--- src/core/ert_pkg.sv ---
// Purpose: Shared constants and types for the external request translator
// Assumes: Register offsets are byte addresses on a 32-bit classic Wishbone
// Notes:   Command codes are internal encodings, not bus pin values
package ert_pkg;

   // Address space
   localparam int PA_W          = 44;
   localparam int IO_BIT        = 43;
   localparam int BLK_LSB       = 6;
   localparam int SHORT_PA_MSB  = 27;

   // Queues
   localparam int CMD_W         = 5;
   localparam int ENT_W         = CMD_W + PA_W;
   localparam int Q_DEPTH       = 8;
   localparam logic [3:0] Q_FULL = 4'h8;

   // System address bus framing
   localparam int BEAT_W        = 15;
   localparam int FRAME_W       = 60;
   localparam logic [1:0] BEATS_LONG  = 2'h3;
   localparam logic [1:0] BEATS_SHORT = 2'h1;

   // Second-level cache port
   localparam int L2A_W         = 20;
   localparam int L2_IDX_LSB    = 4;
   localparam logic [2:0] L2_SIZE_MAX = 3'h4;
   localparam logic [19:0] L2_MASK_ALL = 20'hfffff;
   localparam logic [5:0] HALF_STEP = 6'h02;

   // Register offsets
   localparam logic [7:0] REG_CTRL = 8'h00;
   localparam logic [7:0] REG_CLK  = 8'h04;
   localparam logic [7:0] REG_STAT = 8'h08;

   // Control register fields
   localparam int CTRL_SD_LSB    = 0;
   localparam int CTRL_ITD_LSB   = 3;
   localparam int CTRL_EVICT_BIT = 5;
   localparam int CTRL_CV_BIT    = 6;
   localparam int CTRL_STC_BIT   = 7;
   localparam int CTRL_MB_BIT    = 8;
   localparam int CTRL_BEAT4_BIT = 9;

   // Clock register fields
   localparam int CLK_DIV_LSB    = 0;
   localparam int CLK_RATIO_LSB  = 4;
   localparam int CLK_DUAL_BIT   = 9;
   localparam int CLK_SIZE_LSB   = 12;

   // Status register fields
   localparam int STAT_MAF_LSB   = 0;
   localparam int STAT_VAF_LSB   = 4;
   localparam int STAT_NXM_BIT   = 8;
   localparam int STAT_RCLK_BIT  = 9;

   // Reset values
   localparam logic       BEAT4_RST    = 1'b1;
   localparam logic [4:0] L2_RATIO_RST = 5'h08;
   localparam logic [2:0] L2_SIZE_RST  = 3'h4;

   typedef enum logic [CMD_W-1:0] {
      CMD_NONE, CMD_READ_BLOCK, CMD_INSTR_READ_BLOCK, CMD_READ_BLOCK_MODIFY,
      CMD_IO_BYTE_READ, CMD_IO_LONGWORD_READ, CMD_IO_QUADWORD_READ,
      CMD_IO_BYTE_WRITE, CMD_IO_LONGWORD_WRITE, CMD_IO_QUADWORD_WRITE,
      CMD_INVALID_TO_DIRTY, CMD_SHARED_TO_DIRTY, CMD_CLEAN_TO_DIRTY,
      CMD_STCOND_CHANGE_TO_DIRTY, CMD_EVICT, CMD_CLEAN_VICTIM,
      CMD_VICTIM_WRITE, CMD_BARRIER
   } ert_cmd_t;

   typedef enum logic [3:0] {
      OP_LOAD, OP_PREFETCH, OP_PREFETCH_MODIFY, OP_IFETCH, OP_STORE,
      OP_STCOND, OP_WRITE_HINT, OP_EVICT_BLOCK, OP_BARRIER
   } ert_op_t;

   typedef enum logic [2:0] {
      RSP_DONE, RSP_FAIL, RSP_SENT, RSP_NOP, RSP_SET_MODIFY
   } ert_rsp_t;

endpackage

--- src/core/ert_translator.sv ---
// Purpose: Turns core cache requests into system bus commands
// Assumes: Requests come from logic on clk_i; nxm and return clock are pins
// Notes:   One request per cycle while ready; result one cycle later
// Operation
// - 44-bit address, top bit selects I/O
// - Memory references always a 64-byte block
// - Eight-entry miss queue and victim queue
// - 15-bit address bus, two or four beats
// - Free-running forwarded clocks, programmable period
// - Cache ratio 1.5-4.0 halves, 5-8; 1.5 dual only; a 1.5 ratio already set stays set when dual is later cleared
// - Cache 1MB-16MB, 128-bit data, 20-bit address
// - Prefetches follow load/store flow, I/O cleared
// - Load hits done, double miss reads block
// - I/O load reads byte, longword or quadword
// - Fetch hits served, double miss reads instruction block
// - Store writable hit done, else set-dirty or modify
// - I/O store writes byte, longword or quadword
// - Store-conditional misses fail, unwritable hit set-dirty
// - I/O store-conditional succeeds, longword or quadword write
// - Write hint hit/set-dirty/invalid-to-dirty, I/O no-op
// - Evict I/O no-op, notify only if enabled+match
// - Evicted victim: clean-victim if enabled, dirty writes
// - Set-dirty config: internal ack or shared/clean commands
// - Invalid-to-dirty config: ack, send, or read-modify
//
// Added by the designer: the register offsets and the Wishbone interface to the registers.
`timescale 1ns/1ps
module ert_translator
   import ert_pkg::*;
(
   // Clock and reset
   input  wire logic              clk_i,
   input  wire logic              rst_i,
   // Wishbone slave
   input  wire logic              wb_cyc_i,
   input  wire logic              wb_stb_i,
   input  wire logic              wb_we_i,
   input  wire logic [7:0]        wb_adr_i,
   input  wire logic [3:0]        wb_sel_i,
   input  wire logic [31:0]       wb_dat_i,
   output logic      [31:0]       wb_dat_o,
   output logic                   wb_ack_o,
   // Core request
   input  wire logic              req_valid_i,
   input  wire ert_op_t           req_op_i,
   input  wire logic [PA_W-1:0]   req_addr_i,
   input  wire logic [1:0]        req_size_i,
   input  wire logic              dc_hit_i,
   input  wire logic              dc_w_i,
   input  wire logic              bc_hit_i,
   input  wire logic              bc_w_i,
   input  wire logic              blk_shared_i,
   input  wire logic              idx_match_i,
   input  wire logic              idx_dirty_i,
   output logic                   req_ready_o,
   output logic                   resp_valid_o,
   output ert_rsp_t               resp_code_o,
   // System port
   output logic      [BEAT_W-1:0] sys_addr_o,
   output logic                   sys_addr_valid_o,
   output logic                   sys_addr_out_clock_o,
   input  wire logic              sys_addr_return_clock_i,
   input  wire logic              nxm_i,
   // Second-level cache port
   output logic      [L2A_W-1:0]  l2_addr_o,
   output logic      [3:0]        l2_data_out_clocks_o,
   output logic                   l2_tag_out_clock_o
);

   typedef struct packed {
      logic                       ack;
      logic [31:0]                dat;
      logic [2:0]                 sd_cfg;
      logic [1:0]                 itd_cfg;
      logic                       evict_en, cv_en, stc_en, mb_en, beat4;
      logic [2:0]                 sys_div;
      logic [4:0]                 l2_ratio;
      logic                       dual;
      logic [2:0]                 l2_size;
      logic                       nxm_s1, nxm_s2, nxm, rck_s1, rck_s2, rck_s3, rck_seen;
      logic [Q_DEPTH-1:0][ENT_W-1:0] miss_request_queue;
      logic [2:0]                 maf_wp, maf_rp;
      logic [3:0]                 maf_cnt;
      logic [Q_DEPTH-1:0][ENT_W-1:0] victim_address_queue;
      logic [2:0]                 vaf_wp, vaf_rp;
      logic [3:0]                 vaf_cnt;
      logic [FRAME_W-1:0]         shift;
      logic [1:0]                 beats_left;
      logic                       sys_v;
      logic [BEAT_W-1:0]          sys_addr;
      logic [2:0]                 div_cnt;
      logic                       sys_clk;
      logic [5:0]                 l2_acc;
      logic                       l2_clk;
      logic [PA_W-1:0]            l2_pa;
      logic [L2A_W-1:0]           l2_addr;
      logic                       ready, resp_v;
      ert_rsp_t                   resp;
   } ert_state_t;

   ert_state_t r;
   ert_state_t n;

   function automatic ert_cmd_t io_cmd(input logic [1:0] size, input logic wr);
      ert_cmd_t c;
      unique case (size)
         2'h0, 2'h1: c = wr ? CMD_IO_BYTE_WRITE : CMD_IO_BYTE_READ;
         2'h2:       c = wr ? CMD_IO_LONGWORD_WRITE : CMD_IO_LONGWORD_READ;
         2'h3:       c = wr ? CMD_IO_QUADWORD_WRITE : CMD_IO_QUADWORD_READ;
      endcase
      return c;
   endfunction

   function automatic logic [31:0] lane_mask(input logic [3:0] sel);
      logic [31:0] m;
      m = '0;
      for (int i = 0; i < 4; i++) begin
         m[i*8 +: 8] = {8{sel[i]}};
      end
      return m;
   endfunction

   // Half-cycle ratio codes the cache port accepts
   function automatic logic ratio_ok(input logic [4:0] h, input logic dual);
      logic ok;
      unique case (h)
         5'h03:                             ok = dual;
         5'h04, 5'h05, 5'h06, 5'h07, 5'h08: ok = 1'b1;
         5'h0a, 5'h0c, 5'h0e, 5'h10:        ok = 1'b1;
         default:                           ok = 1'b0;
      endcase
      return ok;
   endfunction

   always_comb begin
      logic [PA_W-1:0]    pa, pa_out;
      logic               io, push_m, push_v, pop_m, pop_v, sd_req, sd_ext, hit_w, hit_nw;
      ert_cmd_t           m_cmd, v_cmd, t_cmd;
      ert_op_t            flow;
      ert_rsp_t           rsp;
      logic [ENT_W-1:0]   ent;
      logic [2:0]         tid;
      logic [FRAME_W-1:0] fr;
      logic [31:0]        rv, wv, msk;
      logic [5:0]         acc2;
      n        = r;
      pa       = req_addr_i;
      {pa_out, io, push_m, push_v, pop_m, pop_v, sd_req, sd_ext, hit_w, hit_nw} = '0;
      m_cmd    = CMD_NONE;
      v_cmd    = CMD_NONE;
      t_cmd    = CMD_NONE;
      flow     = req_op_i;
      rsp      = RSP_DONE;
      {ent, tid, fr, rv, wv, acc2} = '0;
      msk      = lane_mask(wb_sel_i);
      n.ack    = 1'b0;
      n.resp_v = 1'b0;
      // Pin synchronisers
      n.nxm_s1 = nxm_i;
      n.nxm_s2 = r.nxm_s1;
      n.rck_s1 = sys_addr_return_clock_i;
      n.rck_s2 = r.rck_s1;
      n.rck_s3 = r.rck_s2;
      // Register read image
      unique case (wb_adr_i)
         REG_CTRL: begin
            rv[CTRL_SD_LSB +: 3]  = r.sd_cfg;
            rv[CTRL_ITD_LSB +: 2] = r.itd_cfg;
            rv[CTRL_EVICT_BIT]    = r.evict_en;
            rv[CTRL_CV_BIT]       = r.cv_en;
            rv[CTRL_STC_BIT]      = r.stc_en;
            rv[CTRL_MB_BIT]       = r.mb_en;
            rv[CTRL_BEAT4_BIT]    = r.beat4;
         end
         REG_CLK: begin
            rv[CLK_DIV_LSB +: 3]   = r.sys_div;
            rv[CLK_RATIO_LSB +: 5] = r.l2_ratio;
            rv[CLK_DUAL_BIT]       = r.dual;
            rv[CLK_SIZE_LSB +: 3]  = r.l2_size;
         end
         REG_STAT: begin
            rv[STAT_MAF_LSB +: 4] = r.maf_cnt;
            rv[STAT_VAF_LSB +: 4] = r.vaf_cnt;
            rv[STAT_NXM_BIT]      = r.nxm;
            rv[STAT_RCLK_BIT]     = r.rck_seen;
         end
         default: rv = '0;
      endcase
      wv = (rv & ~msk) | (wb_dat_i & msk);
      // Sticky flags; a new event beats a clear in the same cycle
      n.nxm      = r.nxm | r.nxm_s2;
      n.rck_seen = r.rck_seen | (r.rck_s2 ^ r.rck_s3);
      // Wishbone slave, one wait state; unmapped reads zero
      if (wb_cyc_i && wb_stb_i && !r.ack) begin
         n.ack = 1'b1;
         n.dat = wb_we_i ? '0 : rv;
         if (wb_we_i) begin
            unique case (wb_adr_i)
               REG_CTRL: begin
                  n.sd_cfg   = wv[CTRL_SD_LSB +: 3];
                  n.itd_cfg  = wv[CTRL_ITD_LSB +: 2];
                  n.evict_en = wv[CTRL_EVICT_BIT];
                  n.cv_en    = wv[CTRL_CV_BIT];
                  n.stc_en   = wv[CTRL_STC_BIT];
                  n.mb_en    = wv[CTRL_MB_BIT];
                  n.beat4    = wv[CTRL_BEAT4_BIT];
               end
               REG_CLK: begin
                  n.sys_div = wv[CLK_DIV_LSB +: 3];
                  n.dual    = wv[CLK_DUAL_BIT];
                  // Illegal ratio keeps the old one
                  if (ratio_ok(wv[CLK_RATIO_LSB +: 5], wv[CLK_DUAL_BIT])) begin
                     n.l2_ratio = wv[CLK_RATIO_LSB +: 5];
                  end
                  if (wv[CLK_SIZE_LSB +: 3] <= L2_SIZE_MAX) begin
                     n.l2_size = wv[CLK_SIZE_LSB +: 3];
                  end
               end
               REG_STAT: begin
                  n.nxm      = r.nxm_s2 | (r.nxm & ~wv[STAT_NXM_BIT]);
                  n.rck_seen = (r.rck_s2 ^ r.rck_s3) | (r.rck_seen & ~wv[STAT_RCLK_BIT]);
               end
               default: n.dat = '0;
            endcase
         end
      end
      // Request translation
      if (req_valid_i && r.ready) begin
         if (req_op_i == OP_PREFETCH || req_op_i == OP_PREFETCH_MODIFY) begin
            pa[IO_BIT] = 1'b0;
            flow = (req_op_i == OP_PREFETCH) ? OP_LOAD : OP_STORE;
         end
         io     = pa[IO_BIT];
         hit_w  = dc_hit_i ? dc_w_i : (bc_hit_i && bc_w_i);
         hit_nw = (dc_hit_i || bc_hit_i) && !hit_w;
         unique case (flow)
            OP_LOAD, OP_PREFETCH: begin
               if (io) begin
                  m_cmd = io_cmd(req_size_i, 1'b0);
               end else if (!dc_hit_i && !bc_hit_i) begin
                  m_cmd = CMD_READ_BLOCK;
               end
            end
            OP_IFETCH: begin
               if (!dc_hit_i && !bc_hit_i) begin
                  m_cmd = CMD_INSTR_READ_BLOCK;
               end
            end
            OP_STORE, OP_PREFETCH_MODIFY: begin
               if (io) begin
                  m_cmd = io_cmd(req_size_i, 1'b1);
               end else if (hit_nw) begin
                  sd_req = 1'b1;
               end else if (!hit_w) begin
                  m_cmd = CMD_READ_BLOCK_MODIFY;
               end
            end
            OP_STCOND: begin
               if (io) begin
                  m_cmd = (req_size_i == 2'h3) ? CMD_IO_QUADWORD_WRITE : CMD_IO_LONGWORD_WRITE;
               end else if (!dc_hit_i) begin
                  rsp = RSP_FAIL;
               end else if (!dc_w_i) begin
                  if (r.stc_en) begin
                     m_cmd = CMD_STCOND_CHANGE_TO_DIRTY;
                  end else begin
                     sd_req = 1'b1;
                  end
               end
            end
            OP_WRITE_HINT: begin
               if (io) begin
                  rsp = RSP_NOP;
               end else if (hit_nw) begin
                  sd_req = 1'b1;
               end else if (!hit_w) begin
                  unique case (r.itd_cfg)
                     2'h0:       rsp = RSP_SET_MODIFY;
                     2'h1:       m_cmd = CMD_INVALID_TO_DIRTY;
                     2'h2, 2'h3: m_cmd = CMD_READ_BLOCK_MODIFY;
                  endcase
               end
            end
            OP_EVICT_BLOCK: begin
               if (io) begin
                  rsp = RSP_NOP;
               end else begin
                  if (r.evict_en && idx_match_i) begin
                     m_cmd = CMD_EVICT;
                  end
                  if (idx_match_i && idx_dirty_i) begin
                     v_cmd = CMD_VICTIM_WRITE;
                  end else if (idx_match_i && r.cv_en) begin
                     v_cmd = CMD_CLEAN_VICTIM;
                  end
               end
            end
            OP_BARRIER: m_cmd = r.mb_en ? CMD_BARRIER : CMD_NONE;
            default: rsp = RSP_NOP;
         endcase
         // Set-dirty flow: bit 0 clean, bit 1 shared goes external
         if (sd_req) begin
            sd_ext = blk_shared_i ? r.sd_cfg[1] : r.sd_cfg[0];
            if (sd_ext) begin
               m_cmd = blk_shared_i ? CMD_SHARED_TO_DIRTY : CMD_CLEAN_TO_DIRTY;
            end else begin
               rsp = RSP_SET_MODIFY;
            end
         end
         // Memory commands name the whole block
         pa_out = io ? pa : {pa[PA_W-1:BLK_LSB], {BLK_LSB{1'b0}}};
         push_m = (m_cmd != CMD_NONE);
         push_v = (v_cmd != CMD_NONE);
         rsp      = (push_m || push_v) ? RSP_SENT : rsp;
         n.resp_v = 1'b1;
         n.resp   = rsp;
         n.l2_pa  = pa;
      end
      // Queue writes; ready guarantees a free slot in each
      if (push_m) begin
         n.miss_request_queue[r.maf_wp] = {m_cmd, pa_out};
         n.maf_wp = r.maf_wp + 3'h1;
      end
      if (push_v) begin
         n.victim_address_queue[r.vaf_wp] = {v_cmd, pa_out};
         n.vaf_wp = r.vaf_wp + 3'h1;
      end
      // Address bus sender; victims drain first so fills can land
      if (r.beats_left == 2'h0) begin
         pop_v = (r.vaf_cnt != 4'h0);
         pop_m = !pop_v && (r.maf_cnt != 4'h0);
         if (pop_v) begin
            ent = r.victim_address_queue[r.vaf_rp];
            tid = r.vaf_rp;
            n.vaf_rp = r.vaf_rp + 3'h1;
         end else if (pop_m) begin
            ent = r.miss_request_queue[r.maf_rp];
            tid = r.maf_rp;
            n.maf_rp = r.maf_rp + 3'h1;
         end
         t_cmd = ert_cmd_t'(ent[ENT_W-1 -: CMD_W]);
         // Short frames carry only the low block address
         fr = r.beat4 ? {t_cmd, tid, ent[PA_W-1:0], 8'h00} : {t_cmd, tid, ent[SHORT_PA_MSB:BLK_LSB], 30'h0};
         n.sys_v      = pop_v || pop_m;
         n.sys_addr   = n.sys_v ? fr[FRAME_W-1 -: BEAT_W] : '0;
         n.shift      = fr << BEAT_W;
         n.beats_left = !n.sys_v ? 2'h0 : (r.beat4 ? BEATS_LONG : BEATS_SHORT);
      end else begin
         n.sys_v      = 1'b1;
         n.sys_addr   = r.shift[FRAME_W-1 -: BEAT_W];
         n.shift      = r.shift << BEAT_W;
         n.beats_left = r.beats_left - 2'h1;
      end
      n.maf_cnt = r.maf_cnt + {3'h0, push_m} - {3'h0, pop_m};
      n.vaf_cnt = r.vaf_cnt + {3'h0, push_v} - {3'h0, pop_v};
      n.ready   = (n.maf_cnt < Q_FULL) && (n.vaf_cnt < Q_FULL);
      // Forwarded system clock, half period of sys_div+1 cycles
      if (r.div_cnt >= r.sys_div) begin
         n.div_cnt = '0;
         n.sys_clk = !r.sys_clk;
      end else begin
         n.div_cnt = r.div_cnt + 3'h1;
      end
      // Cache cycle boundaries from a half-cycle accumulator
      acc2 = r.l2_acc + HALF_STEP;
      if (acc2 >= {1'b0, r.l2_ratio}) begin
         n.l2_acc  = acc2 - {1'b0, r.l2_ratio};
         n.l2_clk  = !r.l2_clk;
         n.l2_addr = r.l2_pa[L2_IDX_LSB +: L2A_W] & (L2_MASK_ALL >> (L2_SIZE_MAX - r.l2_size));
      end else begin
         n.l2_acc = acc2;
      end
   end

   always_ff @(posedge clk_i) begin
      if (rst_i) begin
         r          <= '0;
         r.beat4    <= BEAT4_RST;
         r.l2_ratio <= L2_RATIO_RST;
         r.l2_size  <= L2_SIZE_RST;
         r.ready    <= 1'b1;
      end else begin
         r <= n;
      end
   end

   assign wb_dat_o             = r.dat;
   assign wb_ack_o             = r.ack;
   assign req_ready_o          = r.ready;
   assign resp_valid_o         = r.resp_v;
   assign resp_code_o          = r.resp;
   assign sys_addr_o           = r.sys_addr;
   assign sys_addr_valid_o     = r.sys_v;
   assign sys_addr_out_clock_o = r.sys_clk;
   assign l2_addr_o            = r.l2_addr;
   assign l2_data_out_clocks_o = {4{r.l2_clk}};
   assign l2_tag_out_clock_o   = r.l2_clk;

endmodule // ert_translator

--- config.mk ---
export PLATFORM = sky130hd
export DESIGN_NAME = ert_translator
export DESIGN_NICKNAME = d
export VERILOG_FILES = /design/src/core/ert_pkg.sv /design/src/core/ert_translator.sv
export SDC_FILE = /design/constraint.sdc
export NUM_CORES = 2
export LEC_CHECK = 0
export ABC_CLOCK_PERIOD_IN_PS = 3210
export BUFFER_PORTS_ARGS = -buffer_cell sky130_fd_sc_hd__buf_2
export CORE_ASPECT_RATIO = 1.2
export CORE_UTILIZATION = 45
export CTS_CLUSTER_DIAMETER = 30
export CTS_CLUSTER_SIZE = 24
export DETAILED_ROUTE_END_ITERATION = 10
export PLACE_DENSITY = 0.7
export SYNTH_ARGS = -nofsm -noshare
export SYNTH_HDL_FRONTEND = slang
export SYNTH_SLANG_ARGS = --single-unit
--- constraint.sdc ---
create_clock -name clk_i -period 3.21 [get_ports clk_i]
set_input_delay 0.1605 -clock clk_i [delete_from_list [all_inputs] [get_ports clk_i]]
set_output_delay 0.1605 -clock clk_i [all_outputs]
set_load 0.01 [all_outputs]
# Word level (Yosys, flattened, before mapping)
# Cells that the tools add are included.
# totals
register_bits	1004
elab_cells	278
out_inout_bits	80
input_bits	109
# classes
bitwise	15
reduce_logical	48
muxes	107
shifts	1
n_eq_ne	28
n_addsub	13
magnitude_cmp	11
# ops
op	n
$bwmux W392	2
$bmux W49 S3	2
$demux W49 S3	2
$mux W49	6
$mux W44	2
$mux W78	1
$mux W5	13
$mux W55	1
$mux W4	13
$mux W52	1
$mux W15	3
$mux W3	13
$mux W37	1
$pmux W5 S7	1
$and A15 B15 Y15	2
$pmux W5 S3	2
$mux W1	28
$and A20 B20 Y20	1
$eq A5 B3 Y1 const B	4
$eq A5 B4 Y1 const B	4
$shr A20 B3 Y20 const A	1
$pmux W6 S3	1
$eq A4 B3 Y1 const B	4
$lt A3 B4 Y1 const B	4
50 further kinds	111

# Depth between registers and ports, before layout
# depth
depth_word	16
ltp_mapped	18
mapped_depth_nobuf	15

# Worst setup path after synthesis
# No wires, ideal clock.
# synth_timing
path_type	register to register
startpoint	register r[983] (netlist bit)
endpoint	register r[562] (netlist bit)
slack_ns	0.139
arrival_ns	2.943
setup_ns	0.128
path_stages_with_launch	16
required_time_ns	3.082
cell_sequence	dfxtp_1 inv_1 or4_1 a211o_1 o2111a_1 nand4b_1 buf_4 o21a_1 inv_1 ha_1 inv_1 ha_1 inv_1 fa_1 xor2_1 nor2_1
# synth_between
elab_chain_len	12
# synth_lines
item	line	text
start: declaration	ert_translator.sv:101	ert_state_t r;
start signal: assignment	ert_translator.sv:383	r <= n;
$mux W4 or $mux W1 (tied branches)	ert_translator.sv:264	if (r.stc_en) begin
$mux W4 or $mux W1 (tied branches)	ert_translator.sv:263	end else if (!dc_w_i) begin
$mux W4 or $mux W1 (tied branches)	ert_translator.sv:261	end else if (!dc_hit_i) begin
$mux W4 or $mux W1 (tied branches)	ert_translator.sv:259	if (io) begin
$pmux W5 S7 or $pmux W1 S2 (tied branches)	ert_translator.sv:236	unique case (flow)
$mux W5 or $mux W1 (tied branches)	ert_translator.sv:304, ert_translator.sv:228	
$mux W5 (*)	ert_translator.sv:302	if (sd_req) begin
$mux W5 (*)	ert_translator.sv:228	if (req_valid_i && r.ready) begin
$reduce_bool A5 Y1 (*)	ert_translator.sv:312	push_m = (m_cmd != CMD_NONE);
$mux W1 (*)	ert_translator.sv:228	
$add A4 B1 Y4 (*)	ert_translator.sv:354	n.maf_cnt = r.maf_cnt + {3'h0, push_m} - {3'h0, pop_m};
$sub A4 B1 Y4 (*)	ert_translator.sv:354	
# Mark *: on every way between the ends. The rest lies on a longest branch, timed or not. The select of a mux whose other input is x is not followed.
# A chain may end at the register's enable or synchronous reset.

# Worst setup path in the final report
# layout_timing
startpoint	register r[562] (netlist bit)
endpoint	register r[562] (netlist bit)
# layout_between
elab_chain_len	4
# layout_lines
item	line
parallel branches: the longest is 3 deep, another holds $add A4 B1 Y4	n/a
$sub A4 B1 Y4 (*)	ert_translator.sv:354
# Every way passes the cells marked *.

==> reports/metrics.yaml <==
outcome: "complete, no violations"
post_synthesis_adder_cell_area_fraction_pct: 0.986
final_count_of_negative_setup_slack_endpoints: 0
ys_warn_count: 0
multi_input_gate_area_um2: 20800
grt_start_max_net_pins: 117
routed_wl_um: 119000
dp_hpwl_um: 74300
buffer_and_inverter_count_on_the_worst_path: 4
std_cell_rows: 121
detail_route.drc_violations: 0
ff2ff_path_depth: 13
number_of_i_o_pins: 189
grt_pass1_vias: 31900
share_of_total_power_consumed_by_net_switching_pct: 28.0
mappedNetlistArea_um2: 41600
critical_path_peak_fanout: 10
final_min_period_over_clock_period_pct: 92.6
irDropWorstVdd_mv: 0.570
floorplan_die_area_um2: 93700
diodes: 0
worst_tran_pin_value_ns: 1.40
arrival_ns: 3.59
wl_per_cell_um: 20.7
worst-r2r-setup-slack_ns: 0.24
worst_setup_hold_path_clk_slew_ns: 0.05
track_usage_pct: 25.0
buffers_on_ports: 148
grt_pass1_wl_um: 183000
clk-insertion-delay-late_ns: 0.74
critical_path.slowest_cell: "sky130_fd_sc_hd__nor3b_1"
timing.critical_path.to_type: "flop"
clkSinkCount: 934
htree_num_levels: 4
synth-compound-area-share_pct: 8.59
critical_path_start_end_classification: "flop to flop"
cts_root_buffer: "sky130_fd_sc_hd__clkbuf_16"
fillers: 7786
synth_top_family_by_area: "multiplexers"
drive_above_1_share_pct: 18.0
detail-route-antenna-nets: 0
power.density_cell_area_nw_per_um2: 707
die_h_um: 335
antenna_found_initial: 1
synthXorXnorAreaFrac_pct: 0.484
tns_ns: 0
design.core.area_um2: 91100
area_growth_pct: 19.6
cp.depth: 13
post-route-min-period_ns: 2.97
drt-initial-drc-count: 2736
initial_utilization_pct: 45.7
final-seq-area_um2: 18700
crit_path_max_incr_delay_ns: 0.43
unrepaired_setup_endpoints_after_global_routing: "false"
number_of_cts_inserted_buffers: 162
dieWidth_um: 280
clock_skew_ns: 0.0381
pwr-share-clk_pct: 49.9
globalRoute.totalOverflow: 0
finish.instance_area_um2: 49800
commonest_non_fill_non_tap_cell_in_the_layout: "sky130_fd_sc_hd__dfxtp_1"
maxClockFrequency_ghz: 0.336
cpLargestDelayFamily: "adder cells"
synth_enable_flop_cells: 0
hp-class: "input pin to flop"
critPathRequiredTime_ns: 3.82
layout.cells.most_common_list: "sky130_fd_sc_hd__dfxtp_1 (930), sky130_fd_sc_hd__nand2_1 (723), sky130_fd_sc_hd__mux2i_1 (456)"
fin_nets: 4518
clock_tree.buffer_depth: 3
netSwitchingPower_mw: 9.86
synth.area.top_cells: "sky130_fd_sc_hd__dfxtp_1 (45%), sky130_fd_sc_hd__mux2i_1 (11%), sky130_fd_sc_hd__mux4_2 (10%), sky130_fd_sc_hd__nand2b_1 (6.7%), sky130_fd_sc_hd__nand2_1 (6.5%)"
synth-seq-cells: 934
timing_max_transition_violations_final: 0
ordered_cell_list_for_the_critical_path: "inv_1 -> ha_1 -> nor3b_1 -> nand2b_1 -> buf_4 -> nor2_1 -> ha_1 -> inv_1 -> ha_1 -> inv_1 -> fa_1 -> xor2_1 -> nor2_1"
max-cap-violations: 0
synthSimpleGateAreaFrac_pct: 18.0
placedCellCount: 5375
p_leak_nw: 20.4
detail_route.vias_per_cell: 5.59
synthMuxAreaShare_pct: 21.4
min_path_cells: 4
avgSynthCellArea_um2: 9.68
async_flop_share_pct: 0
weighted_congestion_at_the_end_of_routability_driven_global_placement: 0.879
synth_top_cell_by_area: "sky130_fd_sc_hd__dfxtp_1"
power_report.internal_total_mw: 25.3
drt_first_pass_iters: 6
synth_sequential_area_ratio_pct: 44.9
tritoncts: "yes"
power.sequential.fraction_pct: 34.7
synth_cell_types: 69
power.share.combinational_pct: 15.4
synth_top_cell_area_share_pct: 44.9
postSynth.topFlopCell: "sky130_fd_sc_hd__dfxtp_1"
dpl-instance-area_um2: 43400
vias: 32100
cell_count_final_fillers_out: 5742
synth_instances: 4302
critPathLaunchType: "flop"
timing.max_slew.rel_slack_pct: 6.38
timing.final.hold_violations: 0
synthesized netlist by cell type (9+ instances only):
| cell | n |
|---|---|
| sky130_fd_sc_hd__clkbuf_1 | 260 |
| sky130_fd_sc_hd__dfxtp_1 | 934 |
| sky130_fd_sc_hd__o21ai_0 | 17 |
| sky130_fd_sc_hd__a21oi_1 | 396 |
| sky130_fd_sc_hd__o2bb2ai_1 | 9 |
| sky130_fd_sc_hd__o22ai_1 | 15 |
| sky130_fd_sc_hd__buf_1 | 60 |
| sky130_fd_sc_hd__nand3_1 | 30 |
| sky130_fd_sc_hd__a22oi_1 | 55 |
| sky130_fd_sc_hd__and2_1 | 72 |
| sky130_fd_sc_hd__nor2b_1 | 12 |
| sky130_fd_sc_hd__nand2b_1 | 445 |
| sky130_fd_sc_hd__o211ai_1 | 19 |
| sky130_fd_sc_hd__or2_2 | 13 |
| sky130_fd_sc_hd__a21o_1 | 10 |
| sky130_fd_sc_hd__nor3_1 | 20 |
| sky130_fd_sc_hd__ha_1 | 28 |
| sky130_fd_sc_hd__mux4_2 | 190 |
| sky130_fd_sc_hd__nor2_1 | 168 |
| sky130_fd_sc_hd__mux2i_1 | 456 |
| sky130_fd_sc_hd__buf_6 | 11 |
| sky130_fd_sc_hd__buf_2 | 54 |
| sky130_fd_sc_hd__inv_1 | 40 |
| sky130_fd_sc_hd__buf_4 | 81 |
| sky130_fd_sc_hd__nand2_1 | 723 |
| sky130_fd_sc_hd__xnor2_1 | 16 |
| sky130_fd_sc_hd__and3_1 | 44 |
| sky130_fd_sc_hd__a211oi_1 | 13 |
metrics by stage:
step / total power, mW / worst slack [ns] / hold slack (ns) / util, %
final: 35.2 / 0.236 / 0.0375 / 54.6
after global routing: 36.3 / 0.00471 / 0.0383 / 54.6
after CTS: 35.3 / 0.127 / 0.00677 / 54.6
after detailed placement: 17.7 / 0.108 / 0.380 / 47.6
after global placement: 17.7 / 0.0408 / 0.377 / 47.6
after floorplan: 15.9 / 0.139 / 0.289 / -
worst reg2reg max path, cell delays in order (launching register included):
cell and delay (ns):
sky130_fd_sc_hd__dfxtp_1 0.32, sky130_fd_sc_hd__inv_1 0.08, sky130_fd_sc_hd__ha_1 0.14, sky130_fd_sc_hd__nor3b_1 0.43
sky130_fd_sc_hd__nand2b_1 0.36, sky130_fd_sc_hd__buf_4 0.25, sky130_fd_sc_hd__nor2_1 0.12, sky130_fd_sc_hd__ha_1 0.29
sky130_fd_sc_hd__inv_1 0.06, sky130_fd_sc_hd__ha_1 0.16, sky130_fd_sc_hd__inv_1 0.06, sky130_fd_sc_hd__fa_1 0.40
sky130_fd_sc_hd__xor2_1 0.14, sky130_fd_sc_hd__nor2_1 0.06
power by group through the flow:
stage	Sequential, mW	Combinational (mW)	Clock (mW)
floorplan	12.2	3.72	0
detailed placement	12.4	5.27	0
global route	12.2	5.75	18.3
finish	12.2	5.41	17.6
CTS	12.2	5.37	17.7
global placement	12.4	5.24	0
what timing repair did:
item,4_1_cts,5_1_grt
setup buffers,0,3
setup endpoints to repair,0,11
gates resized for setup,0,3
hold buffers,66,0
endpoints found under the hold margin,231,0
area by class of cell:
type                            count  share of cell area [%]
Sequential cell                   934                    37.6
Multi-Input combinational cell   2879                    41.8
Inverter                           41                   0.309
Clock inverter                     99                    2.58
Clock buffer                      199                    8.79
Timing Repair Buffer              360                    5.84
Tap cell                         1230                    3.09
kinds of logic after synthesis:
group / count (synthesis)
AOI/OAI and AO/OA: 600
and+or+nand+nor: 1554
DFF: 934
muxes: 652
xor gates and xnor gates: 23
other: 1
buffers and inverters: 507
adders and majority gates: 31
worst paths after layout:
path,start,endpoint
worst max-delay path,r[562],r[562]
worst min-delay path,req_addr_i[25],r[536]
worst max register to register,r[562],r[562]
worst min register to register,r[135],r[150]
layer usage:
metal | track usage [%] | vias to the layer above | share of wire (%)
met5 | 0 | - | 0
met4 | 11.9 | 0 | 4.3
met3 | 4.24 | 274 | 6.4
met2 | 43.2 | 1261 | 50
met1 | 30.1 | 15700 | 40
li1 | - | 14800 | -
state kept, by name, summed over array words and instances, names as in the netlist, 3 cells and up:
| signal | flops |
|---|---|
| wb_dat_o | 13 |
| resp_code_o | 3 |
| r | 874 |
| l2_addr_o | 20 |
| n | 3 |
| sys_addr_o | 15 |
No activity file was read; power rests on OpenSTA's default activity.
